[src/jhvb_pkg.sv]
// Notes on behaviour
// - Vector register shows pending source code times four, for jump tables.
// - Codes: 0 none, 1 EOF, 2 IN_FRAME_RESPONSE byte, 3 rx full, 4 tx empty, 5-8 errors/wakeup.
// - Highest pending source is shown; wakeup highest; next one shows after a clear.
// - Vector read clears reported source, except rx full, IN_FRAME_RESPONSE byte, tx empty.
// - Rx full and IN_FRAME_RESPONSE byte clear on vector read then data register read.
// - Tx empty clears on vector read then data write, or end-of-data set.
// - Data write gives next tx byte; data read gives last received byte.
// - Shifter reloads from tx shadow; tx empty set after first bit shifted.
// - Complete rx byte copied to shadow, sets rx full or IN_FRAME_RESPONSE byte; next byte overwrites.
// - No tx byte supplied without end-of-data set means underrun; transmitter aborted at non-byte boundary.
// - Halted transmission is reported by receiver as invalid symbol error.
// - Wait instruction with wait clock mode clear enters wait; bus not driven.
// - In wait, a received message wakes device; clocks keep running.
// - Stop entered on stop instruction, or wait instruction with wait clock mode.
// - In stop, bus passive-to-active edge wakes device and requests NMI.
// - Waking byte valid only if stop came via wait after end of frame.
// - Stop during reception: first edge wakes, interrupts, resumes after restabilise.
package jhvb_pkg;
  localparam int ADDR_W = 8;
  localparam logic [5:0] IDX_CTRL = 6'h3c;
  localparam logic [5:0] IDX_STAT = 6'h3d;
  localparam logic [5:0] IDX_ISV = 6'h3e;
  localparam logic [5:0] IDX_DATA = 6'h3f;
  localparam int CTRL_WAIT_CLOCK_MODE = 0;
  localparam int CTRL_IRQ_ENABLE = 1;
  localparam int CTRL_EOD = 2;
  localparam logic [3:0] SRC_NONE = 4'h0;
  localparam logic [3:0] SRC_EOF = 4'h1;
  localparam logic [3:0] SRC_IFR = 4'h2;
  localparam logic [3:0] SRC_RXF = 4'h3;
  localparam logic [3:0] SRC_TXE = 4'h4;
  localparam logic [3:0] SRC_ARB = 4'h5;
  localparam logic [3:0] SRC_CRC = 4'h6;
  localparam logic [3:0] SRC_SYM = 4'h7;
  localparam logic [3:0] SRC_WAKE = 4'h8;
  localparam logic [8:1] FLAGS_RST = 8'h00;
  localparam logic [7:0] BYTE_RST = 8'h00;
  localparam logic [1:0] RESP_OKAY = 2'h0;
  localparam logic [1:0] RESP_SLVERR = 2'h2;
  localparam int CLK_MHZ = 200;
  localparam int RESTAB_NS = 1000;
  localparam int RESTAB_CYC = (RESTAB_NS * CLK_MHZ + 999) / 1000;
  typedef enum logic [1:0] {JHVB_RUN, JHVB_WAIT, JHVB_STOP} jhvb_pwr_t;
endpackage

[src/jhvb_top.sv]
`timescale 1ns/1ps
module jhvb_top
  import jhvb_pkg::*;
(
  input wire logic clk,
  input wire logic rst,
  input wire logic ce,
  input wire logic awvalid,
  output logic awready,
  input wire logic [ADDR_W-1:0] awaddr,
  input wire logic wvalid,
  output logic wready,
  input wire logic [31:0] wdata,
  input wire logic [3:0] wstrb,
  output logic bvalid,
  input wire logic bready,
  output logic [1:0] bresp,
  input wire logic arvalid,
  output logic arready,
  input wire logic [ADDR_W-1:0] araddr,
  output logic rvalid,
  input wire logic rready,
  output logic [31:0] rdata,
  output logic [1:0] rresp,
  input wire logic rx_byte_valid,
  input wire logic [7:0] rx_byte,
  input wire logic rx_is_ifr,
  input wire logic rx_eof,
  input wire logic rx_busy,
  input wire logic arb_lost,
  input wire logic crc_err,
  input wire logic symbol_err,
  input wire logic tx_need,
  input wire logic tx_first_bit,
  input wire logic eod_done,
  input wire logic cpu_wait,
  input wire logic cpu_stop,
  input wire logic bus_rx,
  output logic tx_load,
  output logic [7:0] tx_byte,
  output logic tx_abort,
  output logic end_of_data_request,
  output logic bus_drive_en,
  output logic clocks_run,
  output logic comm_ready,
  output logic wake_byte_ok,
  output logic irq,
  output logic nmi_req
);

  function automatic logic [3:0] vec_code(input logic [8:1] f);
    logic [3:0] c;
    c = SRC_NONE;
    for (int i = 1; i <= 8; i++) begin
      if (f[i]) begin
        c = 4'(i);
      end
    end
    return c;
  endfunction

  logic [8:1] fl_r;
  logic [8:1] fl_set;
  logic [8:1] fl_clr;
  logic [3:0] vcode;
  logic aw_hold_r;
  logic w_hold_r;
  logic [5:0] aw_idx_r;
  logic [7:0] wbyte_r;
  logic wlane_r;
  logic wr_go;
  logic ar_go;
  logic [5:0] ar_idx;
  logic rd_isv_r;
  logic wait_clock_mode_r;
  logic irq_enable_bit_r;
  logic arm_rx_r;
  logic [3:0] arm_code_r;
  logic arm_tx_r;
  logic [7:0] tx_shadow_r;
  logic tx_full_r;
  logic [7:0] rx_shadow_r;
  jhvb_pwr_t pst_r;
  logic via_wait_r;
  logic eof_seen_r;
  logic rx_mid_r;
  logic [7:0] restab_r;
  logic bus_s1_r;
  logic bus_s2_r;
  logic bus_s3_r;
  logic bus_rise;
  logic isv_rd_now;
  logic data_rd_now;
  logic data_wr_now;
  logic eod_wr_now;

  assign vcode = vec_code(fl_r);
  assign wr_go = aw_hold_r && w_hold_r && !bvalid;
  assign ar_go = ce && arvalid && arready;
  assign ar_idx = araddr[7:2];
  assign isv_rd_now = ar_go && ar_idx == IDX_ISV;
  assign data_rd_now = ar_go && ar_idx == IDX_DATA;
  assign data_wr_now = ce && wr_go && wlane_r && aw_idx_r == IDX_DATA;
  assign eod_wr_now = ce && wr_go && wlane_r && aw_idx_r == IDX_CTRL &&
                      wbyte_r[CTRL_EOD];
  assign bus_rise = bus_s2_r && !bus_s3_r;

  // Write channel: address and data are taken in either order
  always_ff @(posedge clk) begin
    if (rst) begin
      aw_hold_r <= 1'b0;
      awready <= 1'b1;
      aw_idx_r <= 6'h00;
    end else if (ce) begin
      if (awvalid && awready) begin
        aw_hold_r <= 1'b1;
        awready <= 1'b0;
        aw_idx_r <= awaddr[7:2];
      end
      if (wr_go) begin
        aw_hold_r <= 1'b0;
      end
      if (bvalid && bready) begin
        awready <= 1'b1;
      end
    end
  end

  always_ff @(posedge clk) begin
    if (rst) begin
      w_hold_r <= 1'b0;
      wready <= 1'b1;
      wbyte_r <= BYTE_RST;
      wlane_r <= 1'b0;
    end else if (ce) begin
      if (wvalid && wready) begin
        w_hold_r <= 1'b1;
        wready <= 1'b0;
        wbyte_r <= wdata[7:0];
        wlane_r <= wstrb[0];
      end
      if (wr_go) begin
        w_hold_r <= 1'b0;
      end
      if (bvalid && bready) begin
        wready <= 1'b1;
      end
    end
  end

  // Unmapped words answer SLVERR; a write to the vector is accepted and lost
  always_ff @(posedge clk) begin
    if (rst) begin
      bvalid <= 1'b0;
      bresp <= RESP_OKAY;
    end else if (ce) begin
      if (wr_go) begin
        bvalid <= 1'b1;
        bresp <= (aw_idx_r >= IDX_CTRL) ? RESP_OKAY : RESP_SLVERR;
      end else if (bready) begin
        bvalid <= 1'b0;
      end
    end
  end

  always_ff @(posedge clk) begin
    if (rst) begin
      arready <= 1'b1;
      rvalid <= 1'b0;
      rdata <= 32'h0000_0000;
      rresp <= RESP_OKAY;
      rd_isv_r <= 1'b0;
    end else if (ce) begin
      if (ar_go) begin
        arready <= 1'b0;
        rvalid <= 1'b1;
        rd_isv_r <= ar_idx == IDX_ISV;
        rresp <= (ar_idx >= IDX_CTRL) ? RESP_OKAY : RESP_SLVERR;
        case (ar_idx)
          IDX_CTRL: rdata <= {29'h0, end_of_data_request, irq_enable_bit_r,
                              wait_clock_mode_r};
          IDX_STAT: rdata <= {24'h0, rx_mid_r, eof_seen_r, arm_tx_r,
                              arm_rx_r, tx_full_r, via_wait_r, 2'(pst_r)};
          IDX_ISV: rdata <= {24'h0, 2'b00, vcode, 2'b00};
          IDX_DATA: rdata <= {24'h0, rx_shadow_r};
          default: rdata <= 32'h0000_0000;
        endcase
      end else if (rvalid && rready) begin
        rvalid <= 1'b0;
        arready <= 1'b1;
      end
    end
  end

  always_ff @(posedge clk) begin
    if (rst) begin
      wait_clock_mode_r <= 1'b0;
      irq_enable_bit_r <= 1'b0;
    end else if (ce && wr_go && wlane_r && aw_idx_r == IDX_CTRL) begin
      wait_clock_mode_r <= wbyte_r[CTRL_WAIT_CLOCK_MODE];
      irq_enable_bit_r <= wbyte_r[CTRL_IRQ_ENABLE];
    end
  end

  // Software set wins over the frame-end clear so a late request is kept
  always_ff @(posedge clk) begin
    if (rst) begin
      end_of_data_request <= 1'b0;
    end else if (ce) begin
      if (eod_wr_now) begin
        end_of_data_request <= 1'b1;
      end else if (eod_done) begin
        end_of_data_request <= 1'b0;
      end
    end
  end

  // Arming: data-register sources wait for the matching data access
  always_ff @(posedge clk) begin
    if (rst) begin
      arm_rx_r <= 1'b0;
      arm_code_r <= SRC_NONE;
      arm_tx_r <= 1'b0;
    end else if (ce) begin
      if (isv_rd_now && (vcode == SRC_IFR || vcode == SRC_RXF)) begin
        arm_rx_r <= 1'b1;
        arm_code_r <= vcode;
      end else if (data_rd_now) begin
        arm_rx_r <= 1'b0;
      end
      if (isv_rd_now && vcode == SRC_TXE) begin
        arm_tx_r <= 1'b1;
      end else if (data_wr_now || eod_wr_now) begin
        arm_tx_r <= 1'b0;
      end
    end
  end

  always_comb begin
    fl_clr = 8'h00;
    if (isv_rd_now && vcode != SRC_NONE && vcode != SRC_IFR &&
        vcode != SRC_RXF && vcode != SRC_TXE) begin
      fl_clr[vcode] = 1'b1;
    end
    if (data_rd_now && arm_rx_r) begin
      fl_clr[arm_code_r] = 1'b1;
    end
    if ((data_wr_now && arm_tx_r) || eod_wr_now) begin
      fl_clr[SRC_TXE] = 1'b1;
    end
  end

  always_comb begin
    fl_set = 8'h00;
    fl_set[SRC_EOF] = rx_eof;
    fl_set[SRC_IFR] = rx_byte_valid && rx_is_ifr;
    fl_set[SRC_RXF] = rx_byte_valid && !rx_is_ifr;
    fl_set[SRC_TXE] = tx_first_bit;
    fl_set[SRC_ARB] = arb_lost;
    fl_set[SRC_CRC] = crc_err;
    fl_set[SRC_SYM] = symbol_err;
    fl_set[SRC_WAKE] = pst_r == JHVB_STOP && bus_rise;
  end

  // A set in the cycle of its clear wins, so no event is lost
  always_ff @(posedge clk) begin
    if (rst) begin
      fl_r <= FLAGS_RST;
    end else if (ce) begin
      fl_r <= (fl_r & ~fl_clr) | fl_set;
    end
  end

  // Shadow is overwritten if software is late; no overrun flag exists
  always_ff @(posedge clk) begin
    if (rst) begin
      rx_shadow_r <= BYTE_RST;
    end else if (ce && rx_byte_valid) begin
      rx_shadow_r <= rx_byte;
    end
  end

  always_ff @(posedge clk) begin
    if (rst) begin
      tx_shadow_r <= BYTE_RST;
      tx_full_r <= 1'b0;
      tx_load <= 1'b0;
      tx_byte <= BYTE_RST;
      tx_abort <= 1'b0;
    end else if (ce) begin
      tx_load <= 1'b0;
      tx_abort <= 1'b0;
      if (tx_need && tx_full_r) begin
        tx_load <= 1'b1;
        tx_byte <= tx_shadow_r;
        tx_full_r <= 1'b0;
      end else if (tx_need && !end_of_data_request) begin
        tx_abort <= 1'b1;
      end
      if (data_wr_now) begin
        tx_shadow_r <= wbyte_r;
        tx_full_r <= 1'b1;
      end
    end
  end

  // Pin synchroniser; edge detect only looks at the second stage onward
  always_ff @(posedge clk) begin
    if (rst) begin
      bus_s1_r <= 1'b0;
      bus_s2_r <= 1'b0;
      bus_s3_r <= 1'b0;
    end else if (ce) begin
      bus_s1_r <= bus_rx;
      bus_s2_r <= bus_s1_r;
      bus_s3_r <= bus_s2_r;
    end
  end

  always_ff @(posedge clk) begin
    if (rst) begin
      eof_seen_r <= 1'b0;
    end else if (ce) begin
      if (rx_eof) begin
        eof_seen_r <= 1'b1;
      end else if (rx_busy) begin
        eof_seen_r <= 1'b0;
      end
    end
  end

  always_ff @(posedge clk) begin
    if (rst) begin
      pst_r <= JHVB_RUN;
      via_wait_r <= 1'b0;
      rx_mid_r <= 1'b0;
      wake_byte_ok <= 1'b0;
    end else if (ce) begin
      case (pst_r)
        JHVB_RUN: begin
          if (cpu_stop || (cpu_wait && wait_clock_mode_r)) begin
            pst_r <= JHVB_STOP;
            via_wait_r <= !cpu_stop;
            rx_mid_r <= rx_busy;
            wake_byte_ok <= !cpu_stop && eof_seen_r && !rx_busy;
          end else if (cpu_wait) begin
            pst_r <= JHVB_WAIT;
          end
        end
        JHVB_WAIT: begin
          if (rx_eof) begin
            pst_r <= JHVB_RUN;
          end
        end
        JHVB_STOP: begin
          if (bus_rise) begin
            pst_r <= JHVB_RUN;
          end
        end
        default: pst_r <= JHVB_RUN;
      endcase
    end
  end

  // Comms hold off until the clocks restabilise after a stop wake
  always_ff @(posedge clk) begin
    if (rst) begin
      restab_r <= 8'h00;
      comm_ready <= 1'b1;
    end else if (ce) begin
      if (pst_r == JHVB_STOP) begin
        restab_r <= 8'(RESTAB_CYC);
        comm_ready <= 1'b0;
      end else if (restab_r != 8'h00) begin
        restab_r <= restab_r - 8'h01;
        comm_ready <= restab_r == 8'h01;
      end
    end
  end

  always_ff @(posedge clk) begin
    if (rst) begin
      bus_drive_en <= 1'b0;
      clocks_run <= 1'b1;
      nmi_req <= 1'b0;
      irq <= 1'b0;
    end else if (ce) begin
      bus_drive_en <= pst_r == JHVB_RUN && comm_ready;
      clocks_run <= pst_r != JHVB_STOP;
      nmi_req <= pst_r == JHVB_STOP && bus_rise;
      irq <= irq_enable_bit_r && vcode != SRC_NONE;
    end
  end

  vec_align_a: assert property (@(posedge clk) disable iff (rst)
    rvalid && rd_isv_r |-> rdata[1:0] == 2'b00 && rdata[31:6] == 26'h0)
    else $error("vector not in steps of four");

  vec_prio_a: assert property (@(posedge clk) disable iff (rst)
    fl_r[SRC_WAKE] |-> vcode == SRC_WAKE)
    else $error("wakeup not shown first");

  vec_code_a: assert property (@(posedge clk) disable iff (rst)
    fl_r == 8'h06 |-> vcode == SRC_IFR + 4'h1)
    else $error("wrong source code");

  rd_clear_a: assert property (@(posedge clk) disable iff (rst)
    isv_rd_now && vcode == SRC_ARB && !arb_lost |=> !fl_r[SRC_ARB])
    else $error("vector read did not clear source");

  rx_keep_a: assert property (@(posedge clk) disable iff (rst)
    isv_rd_now && vcode == SRC_RXF |=> fl_r[SRC_RXF] && arm_rx_r)
    else $error("rx full cleared by vector read alone");

  eod_clear_a: assert property (@(posedge clk) disable iff (rst)
    eod_wr_now && !tx_first_bit |=> !fl_r[SRC_TXE])
    else $error("end of data did not clear tx empty");

  rx_copy_a: assert property (@(posedge clk) disable iff (rst)
    ce && rx_byte_valid && !rx_is_ifr |=>
      rx_shadow_r == $past(rx_byte) && fl_r[SRC_RXF])
    else $error("received byte not stored");

  underrun_a: assert property (@(posedge clk) disable iff (rst)
    ce && tx_need && !tx_full_r && !end_of_data_request |=> tx_abort)
    else $error("underrun not aborted");

  wait_quiet_a: assert property (@(posedge clk) disable iff (rst)
    pst_r == JHVB_WAIT && $past(pst_r) == JHVB_WAIT |-> !bus_drive_en)
    else $error("bus driven in wait");

  stop_nmi_a: assert property (@(posedge clk) disable iff (rst)
    ce && pst_r == JHVB_STOP && bus_rise |=> nmi_req && pst_r == JHVB_RUN)
    else $error("stop wake missing nmi");

endmodule

[config.mk]
export PLATFORM = sky130hd
export DESIGN_NAME = jhvb_top
export DESIGN_NICKNAME = d
export VERILOG_FILES = /design/src/jhvb_pkg.sv /design/src/jhvb_top.sv
export SDC_FILE = /design/constraint.sdc
export NUM_CORES = 1
export LEC_CHECK = 0
export BUFFER_PORTS_ARGS = -buffer_cell sky130_fd_sc_hd__buf_2
export CAP_MARGIN = 20
export CELL_PAD_IN_SITES_DETAIL_PLACEMENT = 1
export CELL_PAD_IN_SITES_GLOBAL_PLACEMENT = 1
export CORE_MARGIN = 2
export CORE_UTILIZATION = 40
export DETAILED_ROUTE_END_ITERATION = 6
export PLACE_DENSITY = 0.87
export SYNTH_ARGS = -nofsm -noshare
export SYNTH_HDL_FRONTEND = slang
export SYNTH_SLANG_ARGS = --single-unit
[constraint.sdc]
create_clock -name clk -period 5.32 [get_ports clk]
set_input_delay 0.532 -clock clk [delete_from_list [all_inputs] [get_ports clk]]
set_output_delay 0.532 -clock clk [all_outputs]
set_load 0.01 [all_outputs]
### Word level (Yosys, flattened, before mapping)

Cells that the tools add are included.

| operators by class | value |
|---|---|
| add/sub/neg operators | 1 |
| $lt $le $gt $ge | 6 |
| equality and inequality tests | 19 |
| mux-type cells | 54 |
| bitwise operators | 4 |
| reductions and logical operators | 83 |

Operators by type and width:

| kind | number |
|---|---|
| AND reduction 2 bit | 19 |
| logical AND 1 bit | 37 |
| equality test 6 bit, second input constant | 6 |
| two-way mux 1 bit | 33 |
| two-way mux 8 bit | 4 |
| one-hot mux 8 bit (4 select lines) | 1 |
| two-way mux 4 bit | 6 |
| nonzero test 2 bit | 12 |
| bitwise OR 8 bit | 2 |
| two-way mux 2 bit | 7 |
| greater-or-equal comparator 6 bit, second input constant | 2 |
| less-than comparator 4 x 5 -> 1 bit, second input constant | 2 |
| bitwise AND 8 bit | 1 |
| demux 1 bit (select 4 bit) | 2 |
| equality test 4 x 2 -> 1 bit, second input constant | 2 |
| equality test 8 x 1 -> 1 bit, second input constant | 1 |
| greater-or-equal comparator 4 x 1 -> 1 bit, second input constant | 2 |
| != test 4 x 2 -> 1 bit, second input constant | 2 |
| NOT 8 bit | 1 |
| nonzero test 8 bit | 1 |
| subtractor 8 x 1 -> 8 bit, second input constant | 1 |
| logical NOT 1 bit | 6 |
| != test 2 bit, second input constant | 3 |
| one-hot mux 2 bit (3 select lines) | 1 |
| other kinds (10) | 13 |

| storage, ports and cells | value |
|---|---|
| register bits | 124 |
| bits of input ports | 81 |
| output and inout bits | 58 |
| logic and storage cells | 207 |

### Longest topological paths before layout

| depth | value |
|---|---|
| depth in word-level cells | 20 |
| depth in mapped cells | 7 |
| gate-level depth less buffers | 7 |

### Worst setup path after synthesis

No wires, ideal clock.

| path | value |
|---|---|
| kind | in2reg |
| start point | in araddr[2] |
| end point | reg fl_r[5] (netlist name) |
| setup time | 0.116 ns |
| arrival time | 1.701 ns |
| data required time | 5.204 ns |
| slack | 3.503 ns |
| stages on the path | 6 |
| path buffers | 1 |
| cells stage by stage | buf_6 -> nor3b_1 -> nand3_1 -> a211o_1 -> nand2b_1 -> a41o_1 |

| on the way | value |
|---|---|
| cells in the longest elaborated chain, start to end | 12 |
| elaborated cells between the ends (all ways) | 15 |

RTL lines:

| element | RTL line | RTL |
|---|---|---|
| start: declaration | jhvb_top.sv:20 | `input wire logic [ADDR_W-1:0] araddr,` |
| equality test 6 bit | jhvb_top.sv:101 | `assign isv_rd_now = ar_go && ar_idx == IDX_ISV;` |
| logical AND 1 bit | jhvb_top.sv:101 |  |
| logical AND 1 bit (3 in series) | jhvb_top.sv:241 | `if (isv_rd_now && vcode != SRC_NONE && vcode != SRC_IFR &&` |
| logical AND 1 bit | jhvb_top.sv:242 | `vcode != SRC_RXF && vcode != SRC_TXE) begin` |
| two-way mux 8 bit | jhvb_top.sv:241 |  |
| bitwise OR 8 bit (no source line) | - |  |
| two-way mux 8 bit * | jhvb_top.sv:245 | `if (data_rd_now && arm_rx_r) begin` |
| NOT 8 bit * | jhvb_top.sv:270 | `fl_r <= (fl_r & ~fl_clr) \| fl_set;` |
| bitwise AND 8 bit * | jhvb_top.sv:270 |  |
| bitwise OR 8 bit * | jhvb_top.sv:270 |  |
| end signal: assignment | jhvb_top.sv:270 |  |
| end: declaration | jhvb_top.sv:62 | `logic [8:1] fl_r;` |

Every way passes the cells marked *; elsewhere a longest branch is shown, timed or not.
A chain may end at the register's enable or synchronous reset.

### Worst setup path after layout

| path | value |
|---|---|
| start point | in ce |
| end point | reg fl_r[5] (netlist name) |

| on the way | value |
|---|---|
| cells in the longest elaborated chain, start to end | 13 |
| elaborated cells between the ends (all ways) | 15 |

RTL lines:

| element | RTL line | RTL |
|---|---|---|
| start: declaration | jhvb_top.sv:7 | `input wire logic ce,` |
| logical AND 1 bit (2 in series) | jhvb_top.sv:99 | `assign ar_go = ce && arvalid && arready;` |
| logical AND 1 bit | jhvb_top.sv:101 |  |
| logical AND 1 bit (3 in series) | jhvb_top.sv:241 |  |
| logical AND 1 bit | jhvb_top.sv:242 |  |
| two-way mux 8 bit | jhvb_top.sv:241 |  |
| bitwise OR 8 bit (no source line) | - |  |
| two-way mux 8 bit | jhvb_top.sv:245 |  |
| NOT 8 bit | jhvb_top.sv:270 |  |
| bitwise AND 8 bit | jhvb_top.sv:270 |  |
| bitwise OR 8 bit | jhvb_top.sv:270 |  |

Several ways; a longest one is shown, not always the timed one.

==> results.json <==
{
  "htreeDepth": 3,
  "period_needed_ns": 2.52,
  "skew_ns": 0.0122,
  "cts_tree": "built",
  "critPathCaptureType": "register",
  "tightest_slew_ns": 0.874,
  "grt_pass1_vias": 3848,
  "diodes": 0,
  "initial_utilization_pct": 40.8,
  "numCtsBuffers": 9,
  "synthToLayoutAreaGrowth_pct": 12.9,
  "crit_type": "input port to register",
  "antenna_found_initial": 0,
  "highest_layer": "met4",
  "place.gp.congestion": 0.858,
  "wl_per_cell_um": 15.7,
  "rsz0062_at_grt": "false",
  "via_per_inst": 5.34,
  "drtAntennaViolNets": 0,
  "slew_violations": 0,
  "outcome": "finished, final reports clean",
  "ys_seq_area_share_pct": 44.6,
  "period_share_pct": 47.3,
  "finalSetupViolCount": 0,
  "wl_met3_um": 649,
  "clk_latency_ns": 0.37,
  "met2WireLength_mm": 5.48,
  "ys_warn_count": 0,
  "crit_path_end": "fl_r[5]",
  "required_ns": 5.59,
  "hp-class": "input port to register",
  "vias": 3983,
  "first_pass_iters": 4,
  "timing.fmax_mhz": 398,
  "grt_max_degree": 45,
  "met1_length_mm": 5.36,
  "finalSetupTns_ns": 0,
  "reg2reg_from": "arready",
  "dieHeight_um": 109,
  "die_area_mm2": 0.0119,
  "startpoint": "ce",
  "final_core_util_pct": 46.0,
  "hold_viol": 0,
  "power_density_mw_per_mm2": 336,
  "coreArea_mm2": 0.0108,
  "grt_pass1_wl_mm": 19.0,
  "clock-root-buffer": "clkbuf_8",
  "layout-drive-gt1-share_pct": 18.0,
  "slew_headroom_pct": 41.5,
  "cts_buffer_depth": 2,
  "track_usage_pct": 20.4,
  "first_iter_violations": 140,
  "cp.arrival_ns": 2.78,
  "clkTransAtPathRegs_ns": 0.10,
  "syn_area_mm2": 0.00440,
  "r2r_end": "fl_r[5]",
  "synth_async_sr_flop_share_pct": 0,
  "rows": 38,
  "cts.sinks": 98,
  "overflow": 0,
  "peakVddDrop_v": 0.000134,
  "p_total_mw": 1.67,
  "ys.flop_type": "dfxtp_1",
  "syn_area_per_cell_um2": 8.21,
  "portBuffers": 81,
  "postCtsHoldBufs": 0,
  "synthCells": 536,
  "ys_ff_latch": 98,
  "synth-edff-count": 0,
  "drc": 0,
  "yosysUniqueCellTypes": 53,
  "cts_setup_buffers": 0,
  "startpoint_type": "input port",
  "r2r_slack_ns": 3.10,
  "drt-total-wl_mm": 11.7,
  "reg2regPathDepth": 5,
  "io_pins": 139,
  "leakage_nw": 2.06,
  "fp.dieW_um": 109,
  "nets": 685,
  "crit_path_max_fanout": 40,
  "dpl.hpwl_mm": 8.71,
  "maxCapViolCount": 0,
  "cts_resized": 0
}
kinds of logic (layout without fill, tap and decap cells):
kind of cell | Yosys count | in the layout | share of synthesized area, %
and+or+nand+nor | 240 | 240 | 26.0
AOI/OAI and AO/OA | 107 | 107 | 14.8
DFF | 98 | 98 | 44.6
buffers and inverters | 64 | 109 | 8.19
muxes | 20 | 20 | 4.89
adders and majority gates | 3 | 3 | 0.853
xor gates and xnor gates | 3 | 3 | 0.597
other | 1 | 26 | 0.0852
worst min path at each step:
stage                     endpoint      startpoint  slack (ns)  depth (start not counted)
finish                     fl_r[6]         crc_err        0.36                          2
global route               fl_r[6]         crc_err        0.34                          2
CTS                        fl_r[6]         crc_err        0.34                          2
detailed placement        rdata[3]        rdata[3]        0.45                          2
global placement          rdata[3]        rdata[3]        0.44                          2
floorplan           tx_shadow_r[3]  tx_shadow_r[3]        0.43                          2
per-stage QoR:
stage | setup WS [ns] | instances | instance area, um^2 | hold WS [ns]
final | 2.80 | 746 | 4970 | 0.358
after global routing | 2.69 | 746 | 4970 | 0.337
after CTS | 2.87 | 746 | 4970 | 0.339
after detailed placement | 2.44 | 730 | 4770 | 0.448
after global placement | 2.50 | 730 | 4770 | 0.442
after floorplan | 3.50 | 561 | 4490 | 0.432
cell usage in the layout, fill, tap and decap left out, types with 3 or more instances in the layout:
| cell | count |
|---|---|
| nand2_1 | 104 |
| dfxtp_1 | 98 |
| buf_2 | 81 |
| a21oi_1 | 60 |
| nor2_1 | 53 |
| conb_1 | 26 |
| mux2i_1 | 17 |
| nand3_1 | 16 |
| o21ai_0 | 13 |
| nor3_1 | 11 |
| inv_1 | 10 |
| clkbuf_8 | 10 |
| nand4_1 | 9 |
| and3_1 | 9 |
| nor2b_1 | 6 |
| a22oi_1 | 5 |
| nor3b_1 | 5 |
| a31oi_1 | 5 |
| o41ai_1 | 4 |
| nand2b_1 | 4 |
| nor4_1 | 3 |
| o31ai_1 | 3 |
| xnor2_1 | 3 |
| and2_1 | 3 |
| nor4b_1 | 3 |
| ha_1 | 3 |
registers in the layout, indices dropped and copies added (netlist names), 2 cells and up:
register     flops
pst_r            2
aw_idx_r         6
wbyte_r          8
tx_byte          8
fl_r             8
restab_r         8
arm_code_r       4
rx_shadow_r      8
rdata            8
tx_shadow_r      8
cell type report:
class | instances | area [um^2]
fill | 1390 | 5820
multi-input combinational | 399 | 2170
sequential | 98 | 1960
timing repair buffer | 83 | 420
tap | 140 | 175
clock buffer | 10 | 138
clock inverter | 6 | 65.1
inverter | 10 | 37.5
where the power goes:
part	total, mW	switching [mW]	internal (mW)
clock	0.502	0.270	0.231
combinational	0.335	0.194	0.141
sequential	0.835	0.0542	0.780
total	1.67	0.518	1.15
layer usage:
metal | vias up | global-route usage [%]
li1 | 1940 | -
met1 | 1904 | 27.0
met2 | 121 | 32.4
met3 | 18 | 4.60
met4 | 0 | 7.97
met5 | - | 0
worst max-delay path, cell delays in order:
cell and delay, ns:
buf_2 0.07, buf_4 0.36, nand3_2 0.31, nor2_1 0.76, and3_1 0.35, nand4_1 0.11, a41o_1 0.26
Yosys cell counts (4+ instances only):
master / count / area (um^2)
and3_1: 9 / 56.3
mux2i_1: 17 / 170
o41ai_1: 4 / 35.0
buf_4: 26 / 195
nor3b_1: 5 / 37.5
o21ai_0: 13 / 65.1
a22oi_1: 5 / 37.5
buf_2: 6 / 30.0
a21oi_1: 60 / 300
nand2b_1: 4 / 25.0
nand3_1: 16 / 80.1
nor3_1: 11 / 55.1
inv_1: 10 / 37.5
nor2_1: 53 / 199
nor2b_1: 6 / 37.5
dfxtp_1: 98 / 1960
clkbuf_1: 18 / 67.6
a31oi_1: 5 / 31.3
nand4_1: 9 / 56.3
nand2_1: 104 / 390
Note: power is estimated with default switching activity, not from simulation.
